--- config.mk ---
export PLATFORM = sky130hd
export DESIGN_NAME = wdt_core
export DESIGN_NICKNAME = d
export VERILOG_FILES = /design/src/wdt_pkg.sv /design/src/wdt_sync_if.sv /design/src/wdt_sync.sv /design/src/wdt_core.sv
export VERILOG_INCLUDE_DIRS = /design/src
export SDC_FILE = /design/constraint.sdc
export NUM_CORES = 1
export LEC_CHECK = 0
export BUFFER_PORTS_ARGS = -buffer_cell sky130_fd_sc_hd__buf_2
export CAP_MARGIN = 20
export CORE_UTILIZATION = 48
export CTS_CLUSTER_DIAMETER = 60
export DETAILED_ROUTE_END_ITERATION = 6
export PLACE_DENSITY = 0.77
export SYNTH_ARGS = -nofsm -noshare
export SYNTH_HDL_FRONTEND = slang
export SYNTH_SLANG_ARGS = --single-unit
--- constraint.sdc ---
create_clock -name clk_sys_in -period 6.7 [get_ports clk_sys_in]
set_clock_uncertainty 0.2 [all_clocks]
set_input_delay 1.005 -clock clk_sys_in [delete_from_list [all_inputs] [get_ports clk_sys_in]]
set_output_delay 1.005 -clock clk_sys_in [all_outputs]
set_load 0.005 [all_outputs]
--- src/wdt_cfg.svh ---
// Address map, key values, reset values and bit positions of the watchdog.
// Assumes a byte-wide register space with 12-bit addresses.
`ifndef WDT_CFG_SVH
`define WDT_CFG_SVH

// ****************************************
// Register addresses
// ****************************************
`define WDT_CTL_ADDR      12'hFF0
`define WDT_RLU_ADDR      12'hFF1
`define WDT_RLH_ADDR      12'hFF2
`define WDT_RLL_ADDR      12'hFF3

// ****************************************
// Unlock keys and counter values
// ****************************************
`define WDT_KEY_FIRST     8'h55
`define WDT_KEY_SECOND    8'hAA
`define WDT_RELOAD_RST    24'hFFFFFF
`define WDT_REFRESH_FLOOR 24'h000002
`define WDT_TERMINAL      24'h000001

// ****************************************
// Reset status register bit positions
// ****************************************
`define WDT_STAT_WDT_BIT  5
`define WDT_STAT_STOP_BIT 4

// ****************************************
// Timing: nominal oscillator rate; period in ms is reload / 10
// ****************************************
`define WDT_OSC_FREQ_HZ   10000

`endif

--- src/wdt_pkg.sv ---
// Types shared by the watchdog modules.
// Assumes wdt_cfg.svh supplies the numeric constants.
package wdt_pkg;

	// ****************************************
	// Unlock sequencer states
	// ****************************************
	typedef enum logic [1:0] {
		WDT_LOCKED,
		WDT_KEY_SEEN,
		WDT_OPEN
	} wdt_lock_t;

	typedef logic [23:0] wdt_count_t;

endpackage

--- src/wdt_sync_if.sv ---
// Carrier between the oscillator synchroniser and the watchdog core.
// Assumes both ends run on the system clock.
`timescale 1ns/100ps
`default_nettype none

interface wdt_sync_if;
	logic level;
	logic rise;

	modport src (output level, output rise);
	modport dst (input level, input rise);
endinterface

`default_nettype wire

--- src/wdt_sync.sv ---
// Three-stage synchroniser with a qualified rising-edge pulse.
// Assumes the input is asynchronous to clk_sys_in.
`timescale 1ns/100ps
`default_nettype none

module wdt_sync (
	input  wire logic clk_sys_in,
	input  wire logic rst_b_in,
	input  wire logic clk_en_in,
	input  wire logic async_in,
	wdt_sync_if.src   sync_out
);

	logic       meta;
	logic [1:0] stage;
	logic       filt;
	logic       rise;
	wire        agree;
	wire        next_filt;

	// A change counts only when stages two and three agree
	assign agree     = (stage[0] == stage[1]);
	assign next_filt = agree ? stage[1] : filt;

	// First flop feeds only the second
	always_ff @(posedge clk_sys_in or negedge rst_b_in) begin
		if (!rst_b_in) begin
			meta  <= 1'b0;
			stage <= 2'h0;
			filt  <= 1'b0;
			rise  <= 1'b0;
		end else if (clk_en_in) begin
			meta  <= async_in;
			stage <= {stage[0], meta};
			filt  <= next_filt;
			rise  <= next_filt & ~filt;
		end
	end

	assign sync_out.level = filt;
	assign sync_out.rise  = rise;

endmodule

`default_nettype wire

--- src/wdt_core.sv ---
// Watchdog core: 24-bit down counter, unlock sequencer, reset status.
// Assumes a CPU register port on the system clock and a free-running
// RC oscillator pin; option bits are static while out of reset.
//
// What this block does
// - Terminal count resets or interrupts, as configured
// - Counts on its own RC oscillator edges
// - Once on, counts continuously until refreshed
// - Enabled by refresh instruction or always-on option
// - Always-on option starts counting right after reset
// - 24-bit reload held in three byte registers
// - Reload is upper, high, low byte concatenated
// - Time-out milliseconds equal reload divided by ten
// - Refresh ignored once count reaches two
// - Reload bytes locked until 55 then AA
// - Unlock writes change no stored control bits
// - Control address reads back reset status
// - Refresh instruction loads reload into counter
// - Reload writes set reload, reads return count
// - Response option: zero interrupts, one resets
// - Non-always-on stops only on reset or recovery
// - Stop-mode time-out recovers, sets both flags
`timescale 1ns/100ps
`default_nettype none
`include "wdt_cfg.svh"

module wdt_core (
	input  wire logic       clk_sys_in,
	input  wire logic       rst_b_in,
	input  wire logic       clk_en_in,
	input  wire logic       wdt_osc_in,
	input  wire logic       always_on_option_in,
	input  wire logic       timeout_response_option_in,
	input  wire logic       refresh_instr_in,
	input  wire logic       stop_mode_in,
	input  wire logic [11:0] reg_addr_in,
	input  wire logic       reg_wr_in,
	input  wire logic       reg_rd_in,
	input  wire logic [7:0] reg_wdata_in,
	output logic      [7:0] reg_rdata_out,
	output logic            wdt_reset_req_out,
	output logic            wdt_irq_out,
	output logic            stop_recovery_out,
	output logic            wdt_running_out
);

	// ****************************************
	// Oscillator synchroniser
	// ****************************************
	wdt_sync_if osc_if ();

	// The RC clock is sampled, not used as a clock: one domain only
	wdt_sync u_osc_sync (
		.clk_sys_in (clk_sys_in),
		.rst_b_in   (rst_b_in),
		.clk_en_in  (clk_en_in),
		.async_in   (wdt_osc_in),
		.sync_out   (osc_if)
	);

	// ****************************************
	// State
	// ****************************************
	wdt_pkg::wdt_count_t count;
	wdt_pkg::wdt_count_t reload;
	wdt_pkg::wdt_lock_t  lock_state;
	wdt_pkg::wdt_lock_t  next_lock_state;
	logic                running;
	logic                opts_taken;
	logic                ao_latched;
	logic                res_latched;
	logic                flag_wdt;
	logic                flag_stop;

	// ****************************************
	// Address decode
	// ****************************************
	wire hit_ctl = (reg_addr_in == `WDT_CTL_ADDR);
	wire hit_rlu = (reg_addr_in == `WDT_RLU_ADDR);
	wire hit_rlh = (reg_addr_in == `WDT_RLH_ADDR);
	wire hit_rll = (reg_addr_in == `WDT_RLL_ADDR);
	wire hit_any = hit_ctl | hit_rlu | hit_rlh | hit_rll;

	wire wr_ctl  = reg_wr_in & hit_ctl;
	wire wr_open = reg_wr_in & (lock_state == wdt_pkg::WDT_OPEN);
	wire rd_ctl  = reg_rd_in & hit_ctl;

	// ****************************************
	// Unlock sequencer
	// ****************************************
	// Key writes only walk this machine; no control bits are stored
	always_comb begin
		next_lock_state = lock_state;
		if (reg_wr_in && hit_any) begin
			unique case (lock_state)
				wdt_pkg::WDT_LOCKED: begin
					if (wr_ctl && reg_wdata_in == `WDT_KEY_FIRST)
						next_lock_state = wdt_pkg::WDT_KEY_SEEN;
				end
				wdt_pkg::WDT_KEY_SEEN: begin
					// Any other watchdog register write in between breaks the pair
					if (wr_ctl && reg_wdata_in == `WDT_KEY_SECOND)
						next_lock_state = wdt_pkg::WDT_OPEN;
					else
						next_lock_state = wdt_pkg::WDT_LOCKED;
				end
				wdt_pkg::WDT_OPEN: begin
					// Low byte closes a reload update; a control write relocks
					if (wr_ctl || hit_rll)
						next_lock_state = wdt_pkg::WDT_LOCKED;
				end
			endcase
		end
	end

	// ****************************************
	// Counter decode
	// ****************************************
	// Enable comes from the refresh instruction or the always-on option
	wire enabled   = running | ~ao_latched;
	wire tick      = osc_if.rise & enabled;
	wire at_floor  = (count <= `WDT_REFRESH_FLOOR);
	// Once near terminal count a late refresh cannot rescue the time-out
	wire refresh_ok = refresh_instr_in & ~(running & at_floor);
	wire timeout   = tick & (count <= `WDT_TERMINAL) & ~refresh_ok;
	wire to_stop   = timeout & stop_mode_in;
	wire to_reset  = timeout & ~stop_mode_in & res_latched;
	wire to_irq    = timeout & ~res_latched;

	// Refresh loads reload; time-out reloads so the next period starts clean
	wire [23:0] next_count =
		(refresh_ok | timeout) ? reload :
		tick                   ? count - 24'h000001 :
		                         count;

	// Recovery drops a software-started watchdog; always-on never stops
	wire next_running = to_stop ? ~ao_latched : (running | refresh_ok | ~ao_latched);

	// ****************************************
	// Reload bytes
	// ****************************************
	// Reload is {upper, high, low}; the period in ms is that value / 10
	wire [23:0] next_reload = {
		(wr_open & hit_rlu) ? reg_wdata_in : reload[23:16],
		(wr_open & hit_rlh) ? reg_wdata_in : reload[15:8],
		(wr_open & hit_rll) ? reg_wdata_in : reload[7:0]
	};

	// ****************************************
	// Reset status and read data
	// ****************************************
	// Hardware set beats the clear-on-read of the same cycle
	wire next_flag_wdt  = timeout | (flag_wdt & ~rd_ctl);
	wire next_flag_stop = to_stop | (flag_stop & ~rd_ctl);

	wire [7:0] stat_byte = (8'h01 << `WDT_STAT_WDT_BIT) & {8{flag_wdt}}
		| (8'h01 << `WDT_STAT_STOP_BIT) & {8{flag_stop}};

	// Control address reads status; reload addresses read the live count
	wire [7:0] rd_mux =
		hit_ctl ? stat_byte :
		hit_rlu ? count[23:16] :
		hit_rlh ? count[15:8] :
		hit_rll ? count[7:0] :
		          8'h00;

	// ****************************************
	// Option capture
	// ****************************************
	// Options are caught on the first enabled edge after release,
	// never through the asynchronous reset path
	always_ff @(posedge clk_sys_in or negedge rst_b_in) begin
		if (!rst_b_in) begin
			opts_taken  <= 1'b0;
			ao_latched  <= 1'b1;
			res_latched <= 1'b1;
		end else if (clk_en_in && !opts_taken) begin
			opts_taken  <= 1'b1;
			ao_latched  <= always_on_option_in;
			res_latched <= timeout_response_option_in;
		end
	end

	// ****************************************
	// Counter, reload and lock registers
	// ****************************************
	always_ff @(posedge clk_sys_in or negedge rst_b_in) begin
		if (!rst_b_in) begin
			count      <= `WDT_RELOAD_RST;
			reload     <= `WDT_RELOAD_RST;
			running    <= 1'b0;
			lock_state <= wdt_pkg::WDT_LOCKED;
		end else if (clk_en_in && opts_taken) begin
			count      <= next_count;
			reload     <= next_reload;
			running    <= next_running;
			lock_state <= next_lock_state;
		end
	end

	// ****************************************
	// Status flags and outputs
	// ****************************************
	always_ff @(posedge clk_sys_in or negedge rst_b_in) begin
		if (!rst_b_in) begin
			flag_wdt          <= 1'b0;
			flag_stop         <= 1'b0;
			reg_rdata_out     <= 8'h00;
			wdt_reset_req_out <= 1'b0;
			wdt_irq_out       <= 1'b0;
			stop_recovery_out <= 1'b0;
			wdt_running_out   <= 1'b0;
		end else if (clk_en_in) begin
			flag_wdt          <= next_flag_wdt;
			flag_stop         <= next_flag_stop;
			reg_rdata_out     <= reg_rd_in ? rd_mux : 8'h00;
			wdt_reset_req_out <= to_reset;
			wdt_irq_out       <= to_irq;
			stop_recovery_out <= to_stop;
			wdt_running_out   <= opts_taken & enabled;
		end
	end

endmodule

`default_nettype wire

=== Word-level counts from Yosys, hierarchy flattened ===
Index checks and enable logic that the tools add are counted.

* Add/subtract/negate cells: 1
* Order comparisons: 2
* Equality and inequality tests: 11
* Muxes and demuxes: 13
* Bitwise logic cells: 36
* Reduce and logical (&&, ||, !) cells: 14

{| class="wikitable"
|+ Operators with widths
! kind !! number
|-
| equality test 12 bit (second input constant) || 4
|-
| two-way mux 24 bit || 2
|-
| two-way mux 8 bit || 5
|-
| less-or-equal comparator 24 x 1 -> 1 bit (second input constant) || 1
|-
| less-or-equal comparator 24 x 2 -> 1 bit (second input constant) || 1
|-
| subtractor 24 x 1 -> 24 bit (second input constant) || 1
|-
| bitwise AND 1 bit || 19
|-
| bitwise OR 1 bit || 9
|-
| equality test 8 x 7 -> 1 bit (second input constant) || 1
|-
| equality test 8 bit (second input constant) || 1
|-
| AND reduction 2 bit || 4
|-
| NOT 1 bit || 7
|-
| two-way mux 2 bit || 3
|-
| bitwise OR 6 x 5 -> 6 bit || 1
|-
| case mux 2 bit (3 select lines) || 1
|-
| logical AND 1 bit || 5
|-
| AND reduction 4 bit || 1
|-
| equality test 2 x 1 -> 1 bit (second input constant) || 1
|-
| equality test 2 bit (second input constant) || 1
|-
| zero test 2 bit || 1
|-
| two-way mux 1 bit || 2
|-
| != test 2 x 1 -> 1 bit (second input constant) || 1
|-
| != test 2 bit (second input constant) || 1
|-
| nonzero test 2 bit || 1
|-
| 3 further kinds || 3
|}

* Register bits: 73
* Output and inout port bits: 12
* Word-level logic and storage cells: 97

=== Depth between registers and ports, before layout ===
Gate-level depths: netlist of the first run.

* Word-level depth: 9
* Mapped depth: 9
* Depth with buffers taken out: 7

=== Hierarchy ===
A second synthesis of the first run with hierarchy kept.

* Cells, all modules: 391
* Area, all modules: 4072.7 um^2

{| class="wikitable"
|+ By module, submodules not included
! module !! times used !! cells an instance !! area an instance (um^2) !! sequential area each (um^2)
|-
| wdt_core || 1 || 374 || 3856.2 || 1764.2
|-
| wdt_sync || 1 || 17 || 216.5 || 125.1
|}

=== Worst setup path before layout of the first run ===
OpenSTA, ideal clock, no wires.

* Path type: input-to-reg
* Start point: input port reg_addr_in[3]
* End point: register reload[10]
* Setup time: 0.082 ns
* Arrival: 2.604 ns
* Data required time: 6.418 ns
* Setup slack: 3.814 ns
* Cell stages on the path: 5
* Path buffers: 0
* Path through: nor4bb_1 > and3_1 > nand4_1 > nor3b_2 > mux2_2

* Cells in the longest elaborated chain, start to end: 3

{| class="wikitable"
|+ Ends and longest elaborated chain
! element !! RTL line !! text
|-
| start, declared || wdt_core.sv:36 || <nowiki>input wire logic [11:0] reg_addr_in,</nowiki>
|-
| equality test 12 bit (no line) || n/a ||
|-
| bitwise AND 1 bit || wdt_core.sv:145 || <nowiki>(wr_open & hit_rlh) ? reg_wdata_in : reload[15:8],</nowiki>
|-
| AND reduction 2 bit (no line) || n/a ||
|-
| end signal, assigned || wdt_core.sv:190 || <nowiki>reload <= `WDT_RELOAD_RST;</nowiki>
|-
| end signal, assigned || wdt_core.sv:195 || <nowiki>reload <= next_reload;</nowiki>
|-
| end, declared || wdt_core.sv:65 || <nowiki>wdt_pkg::wdt_count_t reload;</nowiki>
|}

Every way passes these cells.
A chain may end at the register's enable or synchronous reset.

=== Final worst setup path of the first run ===
* Start point: register count[18]
* End point: register count[16]

* Cells in the longest elaborated chain, start to end: 9
* Elaborated cells on any way between the ends: 12
* Classes of those cells: order compare: 2; mux: 1; bitwise: 7; reduce/logical: 2

{| class="wikitable"
|+ Ends and longest elaborated chain
! element !! RTL line !! text
|-
| start, declared || wdt_core.sv:64 || <nowiki>wdt_pkg::wdt_count_t count;</nowiki>
|-
| start signal, assigned || wdt_core.sv:189 || <nowiki>count <= `WDT_RELOAD_RST;</nowiki>
|-
| start signal, assigned || wdt_core.sv:194 || <nowiki>count <= next_count;</nowiki>
|-
| less-or-equal comparator 24 x 2 -> 1 bit (no line) || n/a ||
|-
| bitwise AND 1 bit || wdt_core.sv:124 || <nowiki>wire refresh_ok = refresh_instr_in & ~(running & at_floor);</nowiki>
|-
| NOT 1 bit || wdt_core.sv:124 ||
|-
| bitwise AND 1 bit || wdt_core.sv:124 ||
|-
| NOT 1 bit || wdt_core.sv:125 || <nowiki>wire timeout = tick & (count <= `WDT_TERMINAL) & ~refresh_ok;</nowiki>
|-
| bitwise AND 1 bit || wdt_core.sv:125 ||
|-
| bitwise OR 1 bit * || wdt_core.sv:132 || <nowiki>(refresh_ok | timeout) ? reload :</nowiki>
|-
| nonzero test 2 bit (no line) || n/a ||
|-
| AND reduction 2 bit (no line) || n/a ||
|}

Every way passes the cells marked *; elsewhere a longest branch is shown, timed or not.

==> results of run 1 <==
==> per-layer routing <==
metal | vias to the layer above | GRT usage (%)
met5 | - | 0
met2 | 103 | 35.0
met4 | 0 | 5.90
met1 | 1611 | 32.8
met3 | 10 | 5.91
li1 | 1493 | -
==> power groups by stage <==
stage          Clock, mW  Sequential (mW)  Combinational (mW)
2_1_floorplan          0            0.540               0.165
6_report           0.305            0.555               0.214
3_5_place_dp           0            0.559               0.211
3_3_place_gp           0            0.558               0.204
4_1_cts            0.312            0.553               0.212
5_1_grt            0.329            0.563               0.237
==> path summary, 6_finish.rpt <==
path | cells past startpoint | endpoint | slack (ps) | from
max in group asynchronous | 2 | running | 5040 | rst_b_in
min in group asynchronous | 2 | lock_state[0] | 690 | rst_b_in
worst min-delay path | 2 | flag_wdt | 290 | flag_wdt
worst max-delay path | 6 | count[16] | 3470 | count[18]
worst min register to register | 2 | flag_wdt | 290 | flag_wdt
worst max register to register | 6 | count[16] | 3470 | count[18]
==> critical path: stages (launching register included) <==
cell and delay (ps):
dfstp_2 400, nor4_2 340, nand4b_1 210, o41a_1 560
o21ai_2 830, nor2_1 210, a221o_1 410
==> cell type report <==
class | instances | area, um^2
fillers | 717 | 3750
multi-input cells | 272 | 1970
flip-flops and latches | 73 | 1890
repair buffers | 42 | 213
well taps | 105 | 131
clock buffers | 9 | 124
inverters | 25 | 93.8
clock inverters | 7 | 46.3
==> logic make-up (layout without fill, tap and decap cells) <==
kind of cell / Yosys count / in the layout / synth area share [%]
AND/OR/NAND/NOR: 125 / 125 / 17.5
flip-flops: 73 / 73 / 46.5
adder cells (fa/ha/maj): 6 / 6 / 1.85
AO/OA/AOI/OAI: 85 / 85 / 14.2
buffers and inverters: 44 / 83 / 5.05
multiplexers: 56 / 56 / 14.9
==> metrics by stage <==
stage	util (%)	cells	worst slack [ps]	hold WS, ps
final	54.3	533	3470	290
after global routing	54.3	533	3290	338
after global placement	52.3	517	3330	262
after detailed placement	52.3	517	3280	268
after floorplan	-	389	3810	246
after CTS	54.3	533	3530	295
==> flip-flops by register name, indices dropped and copies added, names as in the netlist <==
signal                     flops
wdt_running_out                1
u_osc_sync.meta                1
wdt_reset_req_out              1
flag_stop                      1
reload                        24
lock_state                     2
res_latched                    1
reg_rdata_out                  8
running                        1
stop_recovery_out              1
ao_latched                     1
count                         24
u_osc_sync.sync_out.level      1
wdt_irq_out                    1
opts_taken                     1
flag_wdt                       1
u_osc_sync.sync_out.rise       1
u_osc_sync.stage               2
==> placed cells by master (no fill, tap or decap), types with 7 or more instances in the layout <==
| cell type | Yosys | final |
|---|---|---|
| nand2b_1 | 7 | 7 |
| mux2_2 | 35 | 35 |
| o22ai_1 | 8 | 8 |
| buf_2 | 2 | 41 |
| mux2i_1 | 21 | 21 |
| dfrtp_1 | 23 | 23 |
| nor3_1 | 14 | 14 |
| o21ai_0 | 23 | 23 |
| clkbuf_8 | 0 | 9 |
| nand3_1 | 10 | 10 |
| dfstp_2 | 50 | 50 |
| nor2_1 | 24 | 24 |
| a21oi_1 | 13 | 13 |
| nand2_1 | 26 | 26 |
| o2bb2ai_1 | 7 | 7 |
| inv_1 | 25 | 25 |
==> impl_results.md, run 1 <==
- WL final: between 9000 and 10000 um
- Area contributors post-synth: dfstp_2 32%, dfrtp_1 14%, mux2_2 9.7%
- Ys flop type: dfstp_2
- Vias in the first global route: 3043
- Slew headroom: between 30% and 40%
- Setup_tns: 0 ps
- Tcrit/Tclk final: between 40% and 50%
- FF+latch count, synth: between 70 and 80
- Die area: 8830 um^2
- Area delta synth->final: 9.92%
- FP Rows: 33
- Via count: roughly 3200
- EDFF count, synth: 0
- Die X: 94.0 um
- Proportion of power drawn by flip-flops and latches: 51.7%
- Synth warn: 0
- Slew Viols, Final: 0
- Leakage: around 1.9 nW
- Most common cell in the synthesized netlist: dfstp_2
- NetSw: between 0.3 and 0.4 mW
- Worst-skew pair later-pin latency: 350 ps
- Share of the synthesized area in the top cell type: 32.3%
- Remaining Overflow, GRT: 0
- N_diodes: 0
- Post-CTS resize count: 0
- First-pass GRT wire length: about 15000 um
- Highest metal used: met4
- Ports: 42
- Routed wl met3: 625 um
- DR WL/cell: about 18 um
- Initial Util: approximately half
- List of most frequent post-synthesis cells: 50 x dfstp_2, 35 x mux2_2, 26 x nand2_1
- Switching fraction of total power: 32.6%
- Post-route DRC: 0
- Hold_buf cts: 0
- Worst Hold Class: flop to flop
- Final Cell Area: 4460 um^2
- Clock slew at reported path FFs: 90 ps
- Finish-stage setup viols: 0
- Share of cells above drive strength 1: 35.5%
- Fmax: 0.310 GHz
- Post-Syn Nets: 425
- Drt first-iter violations: approximately 380
- Pin count of the biggest net entering global routing: 74
- Total track usage: 23.1%
- Post-Syn Instances: just under 400
- Asr flop ratio synth: 100%
- # port buffers: 41
- Via-to-Cell Ratio: 6.04
- Combinational Power Share: 19.9%
- Sink Count: 73
- CTS tree: done
- Fin. Hold Viols: 0
- Chip Height: around 94 um
- Postcts setup bufs: 0
- Internal power: 0.724 mW
- Core Box Area: approximately 8200 um^2
- Power Density: 241 nW/um^2
- # H-tree levels: 3
- IR Drop Worst-Case VDD: about 130 uV
- Crit start category: flop
- Worst-Margin Slew: between 1000 and 1500 ps
- Power Total: 1.07 mW
- Synthesized area: 4060 um^2
- Clock Tree Buf Depth: 2
- Setup crit end kind: flop
- Worst Path Arrival: 3300 ps
- Syn_area_per_cell: roughly 10 um^2
- Initial antenna violation count: 0
- Setup Crit Path Kind: flop to flop
- Root Driver: clkbuf_8
- TritonCTS buffer count: 9
- Crit-path max FO: 21
- Clock share of power: between 20% and 30%
- Leading area contributor after synthesis: dfstp_2
- Nets: 459
- Met2 WL: roughly 4400 um
- MaxCap Viol Count: 0
- CP required: 6770 ps
- Period minus WS final: 3230 ps
- Routed Antenna Nets: 0
- Placed Area: 4290 um^2
- Gpl congestion: between 0.8 and 0.9
- Run status: finished, final reports clean
- Met1 WL: 4270 um
- Unrepaired setup endpoints after global routing: no
- Detail Placement HPWL: between 6000 and 7000 um
- Sequential fraction of the synthesis area: 46.5%
- DRT Pass-1 Iters: 6
- Synth unique cells: 57
(Power assumes the default switching activity.)
==> inputs of run 2 (changes only) <==
Settings changed: PLACE_DENSITY 0.77 to 0.8.
Clock period 6.7 ns to 2.8 ns, I/O delays scaled along.
==> impl_results.md, run 2 (same netlist as run 1, synthesis figures left out) <==
- Fin. Hold Viols: 0
- Worst setup margin: 185 ps
- First-pass GRT wire length: 16000 um
- Postcts setup bufs: 0
- Final Cell Area: 4670 um^2
- CP required: 2890 ps
- Clock Tree Buf Depth: 2
- Place WS: 235 ps
- Post-CTS resize count: 0
- Via count: 3227
- Run status: finished, final reports clean
- Remaining Overflow, GRT: 0
- Finish-stage setup viols: 0
- CP startpoint: count[18]
- IR Drop Worst-Case VDD: 396 uV
- Core Box Area: 8220 um^2
- Crit start category: flop
- Worst Hold Class: input port to flop
- Period minus WS final: 2620 ps
- Worst-skew pair later-pin latency: 360 ps
- Initial antenna violation count: 0
- Drt first-iter violations: 199
- Unrepaired setup endpoints after global routing: no
- Pin count of the biggest net entering global routing: 49
- Most frequent cells in the layout: 50 x dfstp_2, 41 x buf_2, 35 x mux2_2
- Crit path capture: count[8]
- DRT Pass-1 Iters: 5
- Detail Placement HPWL: 7070 um
- Initial Util: slightly below 50%
- Gpl congestion: 0.891
- Root Driver: clkbuf_8
- Hold_buf cts: 0
- Largest regs: count: 24 flops, reload: 24 flops, reg_rdata_out: 8 flops
- Setup crit end kind: flop
- Die X: roughly 94 um
- Post-route insts no fill: 548
- Nets: about 470
- CP max stage cell: o41a_1
- # port buffers: roughly 40
- Total track usage: between 20 and 25%
- MaxCap Viol Count: 0
- R2r worst-path depth: 7
- WP depth: 7
- R2R Path End: count[8]
- Worst Path Arrival: 2710 ps
- Via-to-Cell Ratio: 5.89
- Sink Count: 73
- WL final: 9660 um
- WP buf/inv: 1
- RR Startpoint: count[18]
- TritonCTS buffer count: 9
- Area delta synth->final: 14.9%
- Placed insts: 532
- CP cell instances: nor4_2, nand4b_1, o41a_1, nand2b_1, buf_4, o21ai_0, o2bb2ai_1
- R2R setup slack: ~180 ps
- Commonest non-fill, non-tap cell in the layout: dfstp_2
- Ports: 42
- Leakage: 1.98 nW
- Power Density: 603 nW/um^2
- FP Rows: 33
- DR WL/cell: roughly 18 um
- CTS tree: done
- Placed Area: 4430 um^2
- Chip Height: 94.0 um
- Slew headroom: 60.8%
- Post-route DRC: 0
- # H-tree levels: 3
- Share of cells above drive strength 1: 37.9%
- Die area: 8830 um^2
- Tcrit/Tclk final: 93.4%
- Crit-path max FO: 13
- Setup_tns: 0 ps
- Vias in the first global route: 3124
- N_diodes: 0
- Routed Antenna Nets: 0
- Slowest stage delay, CP: roughly 540 ps
- Setup Crit Path Kind: flop to flop
- Clock slew at reported path FFs: 80 ps
- Worst-Margin Slew: 587 ps
- Fmax: roughly 0.38 GHz
- Slew Viols, Final: 0
- Worst path top cell family by delay: compound AO/OA/AOI/OAI gates
run 2: final cells by class:
cell class              instances  area (um^2)
fillers                       695         3550
clock inverters                 5         67.6
inverters                      25         93.8
multi-input cells             272         1970
well taps                     105          131
repair buffers                 57          350
flip-flops and latches         73         1890
clock buffers                  11          163
run 2: worst min path at each step:
stage,start,endpoint,slack [ps],depth (start not counted)
floorplan,rst_b_in,flag_stop,-80,0
global placement,flag_wdt,flag_wdt,270,2
detailed placement,flag_wdt,flag_wdt,270,2
CTS,timeout_response_option_in,res_latched,60,3
global route,wdt_osc_in,u_osc_sync.meta,90,2
finish,timeout_response_option_in,res_latched,70,3
run 2: metal layers:
layer	GRT usage, %	vias to the layer above	share of wire (%)
met3	4.37	24	6.0
met5	0	-	0
met4	10.8	0	2.7
met2	36.9	96	48
met1	33.3	1584	43
li1	-	1523	-
run 2: metrics by stage:
stage,power [mW],hold WS [ps],utilization [%]
after floorplan,1.69,-75.6,-
after detailed placement,1.88,274,53.9
after CTS,2.83,61.5,56.7
after global routing,2.95,87.4,56.8
final,2.82,68.1,56.8
after global placement,1.86,272,53.9
run 2: worst min-delay path, stage by stage:
cell and delay, ps:
buf_2 70, nand2_1 30, o21ai_0 70
run 2: where the power goes:
| part | total, mW | leakage [nW] | internal [mW] | switching (mW) |
|---|---|---|---|---|
| logic | 0.547 | 1.05 | 0.235 | 0.312 |
| registers | 1.33 | 0.814 | 1.20 | 0.128 |
| clock network | 0.941 | 0.118 | 0.504 | 0.437 |
| total | 2.82 | 1.98 | 1.94 | 0.877 |
==> inputs of run 3 (changes only) <==
Settings changed: PLACE_DENSITY 0.8 to 0.77.
Clock period 2.8 ns to 3.05 ns, I/O delays scaled along.
==> impl_results.md, run 3 (same netlist as run 1, synthesis figures left out) <==
- WP buf/inv: 1
- CP required: 3130 ps
- Placed insts: 532
- CP max stage cell: dfstp_2
- Initial Util: 49.4%
- Detail Placement HPWL: approximately 7300 um
- Run status: finished, final reports clean
- R2R setup slack: 250 ps
- Final Cell Area: 4610 um^2
- Pin count of the biggest net entering global routing: 62
- TritonCTS buffer count: 9
- CTS tree: done
- Root Driver: clkbuf_8
- Via-to-Cell Ratio: 5.97
- First-pass GRT wire length: approximately 16000 um
- RR Startpoint: count[0]
- Die area: 8830 um^2
- Fin. Hold Viols: 0
- Seq. cell area: about 1900 um^2
- Clock Tree Buf Depth: 2
- Routed Antenna Nets: 0
- Setup_tns: 0 ps
- WP depth: 7
- Finish-stage setup viols: 0
- Setup crit end kind: flop
- Post-route insts no fill: between 500 and 600
- Slew headroom: 59.7%
- DR WL/cell: between 15 and 20 um
- Most frequent cells in the layout: 50 x dfstp_2, 41 x buf_2, 35 x mux2_2
- Die X: 94.0 um
- WL final: 9870 um
- Worst-Margin Slew: between 600 and 700 ps
- Worst Path Arrival: 2880 ps
- Share of cells above drive strength 1: 37.4%
- R2R Path End: count[18]
- IR Drop Worst-Case VDD: 318 uV
- Hold Startpoint: timeout_response_option_in
- Drt first-iter violations: 276
- Placed Area: ~4400 um^2
- Leakage: 1.95 nW
- Slowest stage delay, CP: 570 ps
- Sink Count: 73
- Clock slew at reported path FFs: about 80 ps
- Commonest non-fill, non-tap cell in the layout: dfstp_2
- CP cell instances: inv_1, ha_1, o21ai_0, o41a_1, o21a_1, o21ai_0, a221o_1
- Remaining Overflow, GRT: 0
- Fmax: 0.357 GHz
- Crit start category: flop
- # port buffers: 41
- Worst Hold Class: input port to flop
- Tcrit/Tclk final: 91.7%
- Crit-path max FO: 18
- Slew Viols, Final: 0
- Hold depth: 3
- FP Rows: 33
- Filler cell count: ~700
- Nets: 475
- Total track usage: between 20% and 30%
- Chip Height: 94.0 um
- Vias in the first global route: 3119
- Ports: 42
- Postcts setup bufs: 0
- Gpl congestion: ~0.89
- Final hold slack: approximately 110 ps
- Power Total: roughly 2.4 mW
- Via count: 3279
- Worst-skew pair later-pin latency: 360 ps
- Unrepaired setup endpoints after global routing: no
- Largest regs: count: 24 flops, reload: 24 flops, reg_rdata_out: 8 flops
- DRT Pass-1 Iters: 4
- Setup Crit Path Kind: flop to flop
- Area of the multi-input gates: just under 2000 um^2
- Worst path top cell family by delay: compound AO/OA/AOI/OAI gates
- N_diodes: 0
- Power Density: 527 nW/um^2
- Post-route DRC: 0
- Period minus WS final: 2800 ps
- Hold Path End: res_latched
- Crit path top cell by count: o21ai_0
- Core Box Area: 8220 um^2
- Initial antenna violation count: 0
- MaxCap Viol Count: 0
- Area delta synth->final: 13.5%
- # H-tree levels: 3
- R2r worst-path depth: 7
run 3: final cells by class:
cell class | instances | area share, %
repair buffers | 58 | 7.55
clock inverters | 5 | 0.841
flip-flops and latches | 73 | 41.0
well taps | 105 | 2.85
clock buffers | 11 | 3.07
inverters | 25 | 2.04
multi-input cells | 272 | 42.7
run 3: power by group:
part / switching [mW] / internal (mW)
sequential: 0.117 / 1.10
combinational: 0.286 / 0.215
clock: 0.389 / 0.322
run 3: routing by layer:
layer / track usage, % / part of all wire, % / vias to the layer above
met5: 0 / 0 / -
met4: 7.69 / 1.5 / 0
met3: 5.91 / 7.5 / 15
met2: 37.5 / 48 / 109
met1: 32.9 / 43 / 1633
li1: - / - / 1522
run 3: worst register-to-register path, stage by stage (launching register included):
cell and delay (ps):
dfstp_2 570, inv_1 90, ha_1 200, o21ai_0 240
o41a_1 320, o21a_1 550, o21ai_0 190, a221o_1 380
run 3: what timing repair did:
action	in CTS	in global routing
gates resized for setup	0	0
hold buffers	1	0
endpoints found under the hold margin	2	0
run 3: stage by stage:
step	setup WS, ps	utilization [%]
finish	253	56.1
floorplan	692	-
global route	87.8	56.1
global placement	379	53.8
detailed placement	325	53.8
CTS	300	56.1
run 3: how the worst max path moves through the flow:
stage / startpoint / endpoint / slack (ps)
3_3_place_gp: count[0] / count[18] / 380
5_1_grt: count[0] / count[18] / 90
3_5_place_dp: count[0] / count[18] / 330
2_1_floorplan: count[7] / count[23] / 690
4_1_cts: count[0] / count[18] / 300
6_report: count[0] / count[18] / 250
